<file path="src/verilog/tc0cf_regs.vh">
// Register offsets, field positions and reset values of the timer 0 register block.
`ifndef TC0CF_REGS_VH
`define TC0CF_REGS_VH

// Data-space offsets of the five registers.
`define TC0CF_OFS_EVENT_FLAGS    8'h35
`define TC0CF_OFS_GENERAL_CTRL   8'h43
`define TC0CF_OFS_COUNT          8'h46
`define TC0CF_OFS_COMPARE_A      8'h47
`define TC0CF_OFS_COMPARE_B      8'h48

// Distance between a data-space offset and its short I/O address.
`define TC0CF_IO_SPACE_BASE      8'h20

// Fields of the general timer control register.
`define TC0CF_BIT_SYNC_MODE_HOLD 7
`define TC0CF_BIT_ASYNC_PRE_RST  1
`define TC0CF_BIT_SYNC_PRE_RST   0

// Fields of the event flag register.
`define TC0CF_BIT_COMPARE_B_FLAG 2
`define TC0CF_BIT_COMPARE_A_FLAG 1
`define TC0CF_BIT_OVERFLOW_FLAG  0

// Reset values.
`define TC0CF_RST_EVENT_FLAGS    3'h0
`define TC0CF_RST_GENERAL_CTRL   8'h00
`define TC0CF_RST_COUNT          8'h00
`define TC0CF_RST_COMPARE        8'h00

// Counter landmarks.
`define TC0CF_COUNT_MAX          8'hFF
`define TC0CF_COUNT_BOTTOM       8'h00

// Waveform mode encodings.
`define TC0CF_MODE_NORMAL        3'h0
`define TC0CF_MODE_PC_FIXED      3'h1
`define TC0CF_MODE_CTC           3'h2
`define TC0CF_MODE_FAST_FIXED    3'h3
`define TC0CF_MODE_RSVD_4        3'h4
`define TC0CF_MODE_PC_COMPARE    3'h5
`define TC0CF_MODE_RSVD_6        3'h6
`define TC0CF_MODE_FAST_COMPARE  3'h7

`endif

</file>
<file path="src/verilog/tc0cf_timer0.v">
// Timer 0 count, compare values, event flags and general prescaler control.
`timescale 1ns/1ps
`include "tc0cf_regs.vh"
module tc0cf_timer0 (
    input  wire       clk,
    input  wire       rstn,
    input  wire [7:0] bus_addr,
    input  wire       bus_io_space,
    input  wire       bus_wr,
    input  wire       bus_rd,
    input  wire [7:0] bus_wdata,
    output reg  [7:0] bus_rdata,
    input  wire       timer_tick,
    input  wire [2:0] waveform_mode_sel,
    input  wire       timer2_async_mode,
    input  wire       async_reset_done,
    input  wire       global_irq_enable,
    input  wire       compare_a_irq_enable,
    input  wire       compare_b_irq_enable,
    input  wire       overflow_irq_enable,
    input  wire       compare_a_vector_ack,
    input  wire       compare_b_vector_ack,
    input  wire       overflow_vector_ack,
    output wire       compare_a_irq,
    output wire       compare_b_irq,
    output wire       overflow_irq,
    output wire       compare_a_match,
    output wire       compare_b_match,
    output wire       sync_prescaler_rst,
    output wire       async_prescaler_rst,
    output wire       count_down
);

    // Register state.
    reg        sync_mode_hold_q;
    reg        sync_mode_hold_d;
    reg        async_prescaler_reset_q;
    reg        async_prescaler_reset_d;
    reg        sync_prescaler_reset_q;
    reg        sync_prescaler_reset_d;
    reg [7:0]  count_q;
    reg [7:0]  count_d;
    reg        dir_down_q;
    reg        dir_down_d;
    reg [7:0]  compare_a_q;
    reg [7:0]  compare_b_q;
    reg        compare_block_q;
    reg        compare_block_d;
    wire       compare_a_flag_q;
    wire       compare_b_flag_q;
    wire       overflow_flag_q;

    wire [7:0] eff_addr;
    wire       sel_flags;
    wire       sel_ctrl;
    wire       sel_count;
    wire       sel_cmp_a;
    wire       sel_cmp_b;
    wire       wr_flags;
    wire       wr_ctrl;
    wire       wr_count;
    wire       tick_en;
    wire       phase_mode;
    wire       top_is_compare;
    wire [7:0] top_value;
    wire       at_top;
    wire       at_bottom;
    reg        overflow_event;
    reg [7:0]  read_mux;
    wire [8:0] io_sum;
    wire [8:0] count_inc;
    wire [8:0] count_dec;
    wire       match_window;

    // Short I/O addresses sit 0x20 below the data-space offsets.
    assign io_sum   = {1'b0, bus_addr} + {1'b0, `TC0CF_IO_SPACE_BASE};
    // The carry is dropped on purpose: a wrapped sum lands below 0x20, where nothing is mapped.
    assign eff_addr = bus_io_space ? io_sum[7:0] : bus_addr;

    assign sel_flags = (eff_addr == `TC0CF_OFS_EVENT_FLAGS);
    assign sel_ctrl  = (eff_addr == `TC0CF_OFS_GENERAL_CTRL);
    assign sel_count = (eff_addr == `TC0CF_OFS_COUNT);
    assign sel_cmp_a = (eff_addr == `TC0CF_OFS_COMPARE_A);
    assign sel_cmp_b = (eff_addr == `TC0CF_OFS_COMPARE_B);

    assign wr_flags = bus_wr & sel_flags;
    assign wr_ctrl  = bus_wr & sel_ctrl;
    assign wr_count = bus_wr & sel_count;

    assign sync_prescaler_rst  = sync_prescaler_reset_q;
    assign async_prescaler_rst = async_prescaler_reset_q;

    // A held shared-prescaler reset stops timer 0 like its siblings.
    assign tick_en = timer_tick & ~sync_prescaler_reset_q;

    // General control: hold, hardware clear and async completion.
    always @* begin
        sync_mode_hold_d        = sync_mode_hold_q;
        async_prescaler_reset_d = async_prescaler_reset_q;
        sync_prescaler_reset_d  = sync_prescaler_reset_q;
        if (wr_ctrl) begin
            sync_mode_hold_d        = bus_wdata[`TC0CF_BIT_SYNC_MODE_HOLD];
            async_prescaler_reset_d = bus_wdata[`TC0CF_BIT_ASYNC_PRE_RST];
            sync_prescaler_reset_d  = bus_wdata[`TC0CF_BIT_SYNC_PRE_RST];
            if (sync_mode_hold_q && !bus_wdata[`TC0CF_BIT_SYNC_MODE_HOLD]) begin
                // Releasing the hold starts every timer in the same cycle.
                async_prescaler_reset_d = 1'b0;
                sync_prescaler_reset_d  = 1'b0;
            end
        end else if (!sync_mode_hold_q) begin
            // Reset bits stand for one cycle, then clear, unless held; in timer 2 async mode the async bit waits for async_reset_done.
            sync_prescaler_reset_d = 1'b0;
            if (!timer2_async_mode || async_reset_done) begin
                async_prescaler_reset_d = 1'b0;
            end
        end
        // With the hold set, only a control write changes the bits.
    end

    // Count sequencing for the waveform modes.
    assign phase_mode     = (waveform_mode_sel == `TC0CF_MODE_PC_FIXED) ||
                            (waveform_mode_sel == `TC0CF_MODE_PC_COMPARE);
    assign top_is_compare = (waveform_mode_sel == `TC0CF_MODE_CTC) ||
                            (waveform_mode_sel == `TC0CF_MODE_PC_COMPARE) ||
                            (waveform_mode_sel == `TC0CF_MODE_FAST_COMPARE);
    assign top_value      = top_is_compare ? compare_a_q : `TC0CF_COUNT_MAX;
    assign at_top         = (count_q == top_value);
    assign at_bottom      = (count_q == `TC0CF_COUNT_BOTTOM);
    assign count_down     = dir_down_q;
    assign count_inc      = {1'b0, count_q} + 9'h001;
    assign count_dec      = {1'b0, count_q} - 9'h001;

    always @* begin
        count_d    = count_q;
        dir_down_d = dir_down_q;
        if (wr_count) begin
            // A software write wins over a tick in the same cycle.
            count_d = bus_wdata;
        end else if (tick_en) begin
            if (phase_mode) begin
                if (!dir_down_q) begin
                    if (at_top) begin
                        dir_down_d = ~at_bottom;
                        count_d    = at_bottom ? count_q : count_dec[7:0];
                    end else begin
                        count_d = count_inc[7:0];
                    end
                end else if (at_bottom) begin
                    dir_down_d = 1'b0;
                    count_d    = count_inc[7:0];
                end else begin
                    count_d = count_dec[7:0];
                end
            end else if (at_top) begin
                count_d = `TC0CF_COUNT_BOTTOM;
            end else begin
                count_d = count_inc[7:0];
            end
        end
    end

    // Overflow point per mode.
    always @* begin
        overflow_event = 1'b0;
        if (tick_en && !wr_count) begin
            case (waveform_mode_sel)
                `TC0CF_MODE_PC_FIXED,
                `TC0CF_MODE_PC_COMPARE: begin
                    overflow_event = at_bottom & dir_down_q;
                end
                `TC0CF_MODE_FAST_COMPARE: begin
                    overflow_event = at_top;
                end
                default: begin
                    overflow_event = (count_q == `TC0CF_COUNT_MAX);
                end
            endcase
        end
    end

    // A count write blocks matches until the next tick has passed.
    always @* begin
        compare_block_d = compare_block_q;
        if (wr_count) begin
            compare_block_d = 1'b1;
        end else if (tick_en) begin
            compare_block_d = 1'b0;
        end
    end

    // Matches are taken on the timer tick, so a stopped timer raises none.
    assign match_window = tick_en & ~wr_count & ~compare_block_q;

    tc0cf_match_unit #(
        .WIDTH (8)
    ) u_match_a (
        .count     (count_q),
        .compare   (compare_a_q),
        .tick_live (match_window),
        .match     (compare_a_match)
    );

    tc0cf_match_unit #(
        .WIDTH (8)
    ) u_match_b (
        .count     (count_q),
        .compare   (compare_b_q),
        .tick_live (match_window),
        .match     (compare_b_match)
    );

    // Interrupt requests.
    assign compare_a_irq = global_irq_enable & compare_a_irq_enable & compare_a_flag_q;
    assign compare_b_irq = global_irq_enable & compare_b_irq_enable & compare_b_flag_q;
    assign overflow_irq  = global_irq_enable & overflow_irq_enable & overflow_flag_q;

    // Read data; unused bits are zero and unmapped offsets read zero.
    always @* begin
        read_mux = 8'h00;
        if (sel_flags) begin
            read_mux = {5'h00, compare_b_flag_q, compare_a_flag_q, overflow_flag_q};
        end else if (sel_ctrl) begin
            read_mux = {sync_mode_hold_q, 5'h00, async_prescaler_reset_q,
                        sync_prescaler_reset_q};
        end else if (sel_count) begin
            read_mux = count_q;
        end else if (sel_cmp_a) begin
            read_mux = compare_a_q;
        end else if (sel_cmp_b) begin
            read_mux = compare_b_q;
        end
    end

    always @(posedge clk or negedge rstn) begin
        if (!rstn) begin
            sync_mode_hold_q        <= 1'b0;
            async_prescaler_reset_q <= 1'b0;
            sync_prescaler_reset_q  <= 1'b0;
            count_q                 <= `TC0CF_RST_COUNT;
            dir_down_q              <= 1'b0;
            compare_a_q             <= `TC0CF_RST_COMPARE;
            compare_b_q             <= `TC0CF_RST_COMPARE;
            compare_block_q         <= 1'b0;
            bus_rdata               <= 8'h00;
        end else begin
            sync_mode_hold_q        <= sync_mode_hold_d;
            async_prescaler_reset_q <= async_prescaler_reset_d;
            sync_prescaler_reset_q  <= sync_prescaler_reset_d;
            count_q                 <= count_d;
            dir_down_q              <= dir_down_d;
            compare_block_q         <= compare_block_d;
            if (bus_wr && sel_cmp_a) begin
                compare_a_q <= bus_wdata;
            end
            if (bus_wr && sel_cmp_b) begin
                compare_b_q <= bus_wdata;
            end
            if (bus_rd) begin
                bus_rdata <= read_mux;
            end
        end
    end

    // Each flag is cleared by a one written at its own bit position or by its vector acknowledge.
    tc0cf_event_flag #(
        .RESET_VALUE (1'b0)
    ) u_flag_cmp_b (
        .clk          (clk),
        .rstn         (rstn),
        .set_event    (compare_b_match),
        .clear_write  (wr_flags & bus_wdata[`TC0CF_BIT_COMPARE_B_FLAG]),
        .clear_vector (compare_b_vector_ack),
        .flag_q       (compare_b_flag_q)
    );

    tc0cf_event_flag #(
        .RESET_VALUE (1'b0)
    ) u_flag_cmp_a (
        .clk          (clk),
        .rstn         (rstn),
        .set_event    (compare_a_match),
        .clear_write  (wr_flags & bus_wdata[`TC0CF_BIT_COMPARE_A_FLAG]),
        .clear_vector (compare_a_vector_ack),
        .flag_q       (compare_a_flag_q)
    );

    tc0cf_event_flag #(
        .RESET_VALUE (1'b0)
    ) u_flag_ovf (
        .clk          (clk),
        .rstn         (rstn),
        .set_event    (overflow_event),
        .clear_write  (wr_flags & bus_wdata[`TC0CF_BIT_OVERFLOW_FLAG]),
        .clear_vector (overflow_vector_ack),
        .flag_q       (overflow_flag_q)
    );

endmodule

// One event flag: set by hardware, cleared by a written one or by the vector.
module tc0cf_event_flag #(
    parameter [0:0] RESET_VALUE = 1'b0
) (
    input  wire clk,
    input  wire rstn,
    input  wire set_event,
    input  wire clear_write,
    input  wire clear_vector,
    output reg  flag_q
);

    // A new event wins over a clear in the same cycle, so no event is lost.
    always @(posedge clk or negedge rstn) begin
        if (!rstn) begin
            flag_q <= RESET_VALUE;
        end else begin
            flag_q <= set_event | (flag_q & ~clear_write & ~clear_vector);
        end
    end

endmodule

// Equality compare of the count against one compare value, gated to the tick.
module tc0cf_match_unit #(
    parameter WIDTH = 8
) (
    input  wire [WIDTH-1:0] count,
    input  wire [WIDTH-1:0] compare,
    input  wire             tick_live,
    output wire             match
);

    assign match = tick_live & (count == compare);

endmodule

</file>
<file path="config.mk">
export PLATFORM = sky130hd
export DESIGN_NAME = tc0cf_timer0
export DESIGN_NICKNAME = d
export VERILOG_FILES = /design/src/verilog/tc0cf_timer0.v
export VERILOG_INCLUDE_DIRS = /design/src /design/src/verilog
export SDC_FILE = /design/constraint.sdc
export NUM_CORES = 1
export LEC_CHECK = 0
export BUFFER_PORTS_ARGS = -buffer_cell sky130_fd_sc_hd__buf_2
export CAP_MARGIN = 20
export CORE_MARGIN = 1
export CORE_UTILIZATION = 25
export DETAILED_ROUTE_END_ITERATION = 16
export PLACE_DENSITY = 0.4
export REMOVE_ABC_BUFFERS = 1
export SLEW_MARGIN = 25
export SYNTH_ARGS = -nofsm -noshare
export SYNTH_HDL_FRONTEND = slang
export SYNTH_SLANG_ARGS = --single-unit
</file>
<file path="constraint.sdc">
create_clock -name clk -period 2.5 [get_ports clk]
set_clock_uncertainty 0.1 [all_clocks]
set_input_delay 0.5 -clock clk [delete_from_list [all_inputs] [get_ports clk]]
set_output_delay 0.5 -clock clk [all_outputs]
set_load 0.005 [all_outputs]
</file>
==> results.cfg <==
[yosys]
yosys_warnings = 0
synth-adder-area-share = 0.0173
synthSimpleGateAreaFrac = 0.241
synthXorXnorAreaFrac = 0.0455
seq_area_frac_synth = 0.346
synth_seq_cells = 40
syn_avg_cell_area_um2 = 8.87
syn_area_um2 = 2890
synth_top_family_by_area = simple AND/OR/NAND/NOR gates
synth_compound_area_frac = 0.213
async_flop_share = 1.00
syn_inst = 326
synth.distinct_cells = 63
synth_mux_area_frac = 0.0861
synth_ff_type = dfrtp_1
synth_area_leader_cell = dfrtp_1
synth_area_leaders = dfrtp_1, mux2_2, nand2_1
synth_top_area_frac = 0.346
synth_edf_count = 0

[layout]
syn_to_final_growth_pct = 34.8
n_fill_cell = 1165
final_util = 0.353
drive_gt1_frac = 0.362
nets = 463
num_antenna_cells = 0

[critical_path]
worstPathArrival_ns = 2.17
crit_buf_inv = 1
cp-start-kind = flop
r2r_end = count_q[1]
slowest_delay_ns = 0.46
critPathTopFamily = simple AND/OR/NAND/NOR gates
crit_chain = nor2b_1, a221o_1, or3_1, or4_4, nor3_4, buf_2
critPathKind = reg2out
rrSetupSlack_ns = 0.13
r2r_cells = 9
worstReg2RegStart = count_q[4]
crit_cells = 6
end_kind = primary output
required_ns = 1.90
crit_fanout = 2
slowest_stage = or4_4

[die]
die_area_um2 = 12000
die_h_um = 110
ios = 50
die_w_um = 110
core_um2 = 11000
std_cell_rows = 38
initial_core_util = 0.262

[sta]
min_period_ns = 2.77
report.final.slew_viol_count = 0
finalSetupViolCount = 2
holdWs_ns = 0.187
slew-limit-headroom = 0.641
hold_viol = 0
rsz0062_at_grt = true
max_clock_freq_mhz = 360
setup_slack_ns = -0.274
tightest_slew_ns = 0.539
timing.final.crit_share = 1.11

[grt]
track_usage = 0.181
first_global_vias = 2852
antenna_found_initial = 0
grt_max_degree = 41
overflow = 0
grt_pass1_wl_um = 16200

[routing]
drtPass1Iterations = 4
wl_per_cell_um = 17.5
drcViolationCount = 0
drt-vias-per-instance = 4.97
postRouteAntennaNets = 0
via_count = 2813
drt_iter0_markers = 134
drt-total-wl_um = 9930

[clocking]
clockRootBuffer = clkbuf_16
cts.sinks = 40
cts-htree-levels = 2
cts.path.max_buffers = 2
clk_latency_ns = 0.29
numCtsBuffers = 5
clkTransAtPathRegs_ns = 0.07
holdBufCountCts = 0
cts_tree = built

[power]
power_uw = 2670
ir_drop_mv = 0.233
p_per_area_nw_per_um2 = 686
p_leak_uw = 0.00182

[status]
status = complete, but fails checks
failed_checks = negative setup slack

[placement]
place_congestion = 0.883
dp_hpwl_um = 7780
place.port_buffers = 49

[job]
maxCapViolations = 0

[min_path]
min_path_type = in2async
state kept, by name, summed over array words and instances, names as in the netlist:
name and cells:
compare_block_q 1, compare_a_q 8, async_prescaler_rst 1, sync_prescaler_rst 1, bus_rdata 8, u_flag_ovf.flag_q 1
u_flag_cmp_a.flag_q 1, compare_b_q 8, u_flag_cmp_b.flag_q 1, count_down 1, count_q 8, sync_mode_hold_q 1
where the power goes:
part	total [uW]	internal [uW]	switching (uW)
clock network	802	526	276
logic	1080	471	605
registers	793	720	73.1
total	2670	1720	953
final cells by class:
class,count,area [um^2],area share
clock buffers,7,153,0.0392
clock inverters,1,30.0,0.00771
multi-input cells,255,1780,0.457
flip-flops and latches,40,1000,0.257
inverters,16,60.1,0.0154
well taps,140,175,0.0450
repair buffers,107,697,0.179
what timing repair did:
item	CTS	global route
gates resized for setup	4	5
setup endpoints to repair	2	18
pin swaps	1	1
buffers inserted	1	1
worst register-to-register path, cell delays in order (launching register included):
cell	delay [ns]
dfrtp_1	0.47
buf_4	0.22
nor4_4	0.38
nand2_1	0.13
nor3_1	0.21
a31oi_1	0.16
buf_4	0.21
o21ai_0	0.08
a21oi_1	0.07
o31ai_1	0.24
routing by layer:
| metal | track usage | wire length (um) |
|---|---|---|
| met3 | 0.0290 | 372 |
| met2 | 0.287 | 4560 |
| met4 | 0.0429 | 129 |
| met5 | 0 | 0 |
| met1 | 0.255 | 4860 |
how the worst max path moves through the flow:
| stage | start | endpoint |
|---|---|---|
| 2_1_floorplan | bus_io_space | compare_b_match |
| 3_3_place_gp | bus_addr[5] | compare_b_match |
| 3_5_place_dp | bus_addr[5] | compare_b_match |
| 4_1_cts | compare_a_q[3] | compare_a_match |
| 5_1_grt | compare_a_q[3] | compare_a_match |
| 6_report | compare_a_q[3] | compare_a_match |
through the flow:
stage,area [um^2],setup slack (ns),cells,setup TNS [ns]
detailed placement,3660,-0.289,556,-4.84
global route,3900,-0.351,566,-0.670
global placement,3660,-0.259,556,-4.24
floorplan,2800,-0.472,311,-3.14
finish,3900,-0.274,566,-0.487
CTS,3870,-0.337,565,-0.538
cell usage in the layout (no fill, tap or decap), drive strengths merged, types with 7 or more instances in the layout:
cell and n:
nor3 11, o21ai 21, dfrtp 40, clkbuf 7, xnor2 15, a21oi 16, nor2 20, nand2 37
nand2b 10, mux2i 8, nand3 16, mux2 15, buf 107, inv 16
cells by family (layout without fill, tap and decap cells):
family	count (synthesis)	in the layout
buffers and inverters	31	131
XOR/XNOR	15	15
AND/OR/NAND/NOR	126	126
flip-flops	40	40
adder cells (fa/ha/maj)	4	4
multiplexers	23	23
AO/OA/AOI/OAI	87	87
cell usage after synthesis, drive strengths merged, types with 2 or more instances:
| library cell | instances |
|---|---|
| nor4 | 4 |
| or2 | 3 |
| o21a | 3 |
| inv | 16 |
| nor2b | 5 |
| nand4 | 5 |
| o22ai | 2 |
| dfrtp | 40 |
| o21ai | 21 |
| a21o | 3 |
| o2111ai | 2 |
| nand3 | 16 |
| ha | 4 |
| mux2i | 8 |
| xnor2 | 15 |
| a22o | 2 |
| a221o | 2 |
| nor3 | 11 |
| buf | 10 |
| a21oi | 16 |
| a211oi | 4 |
| a22oi | 2 |
| nand2b | 10 |
| a2bb2oi | 2 |
| nor2 | 20 |
| o211ai | 5 |
| mux2 | 15 |
| a221oi | 4 |
| or3b | 2 |
| nand2 | 37 |
| nor3b | 2 |
| and2 | 3 |
| clkbuf | 5 |
| a31oi | 4 |
| o2bb2ai | 2 |
| and3 | 3 |
| a31o | 2 |
| o31ai | 5 |
| o32ai | 2 |
Note: power is estimated with default switching activity, not from simulation.
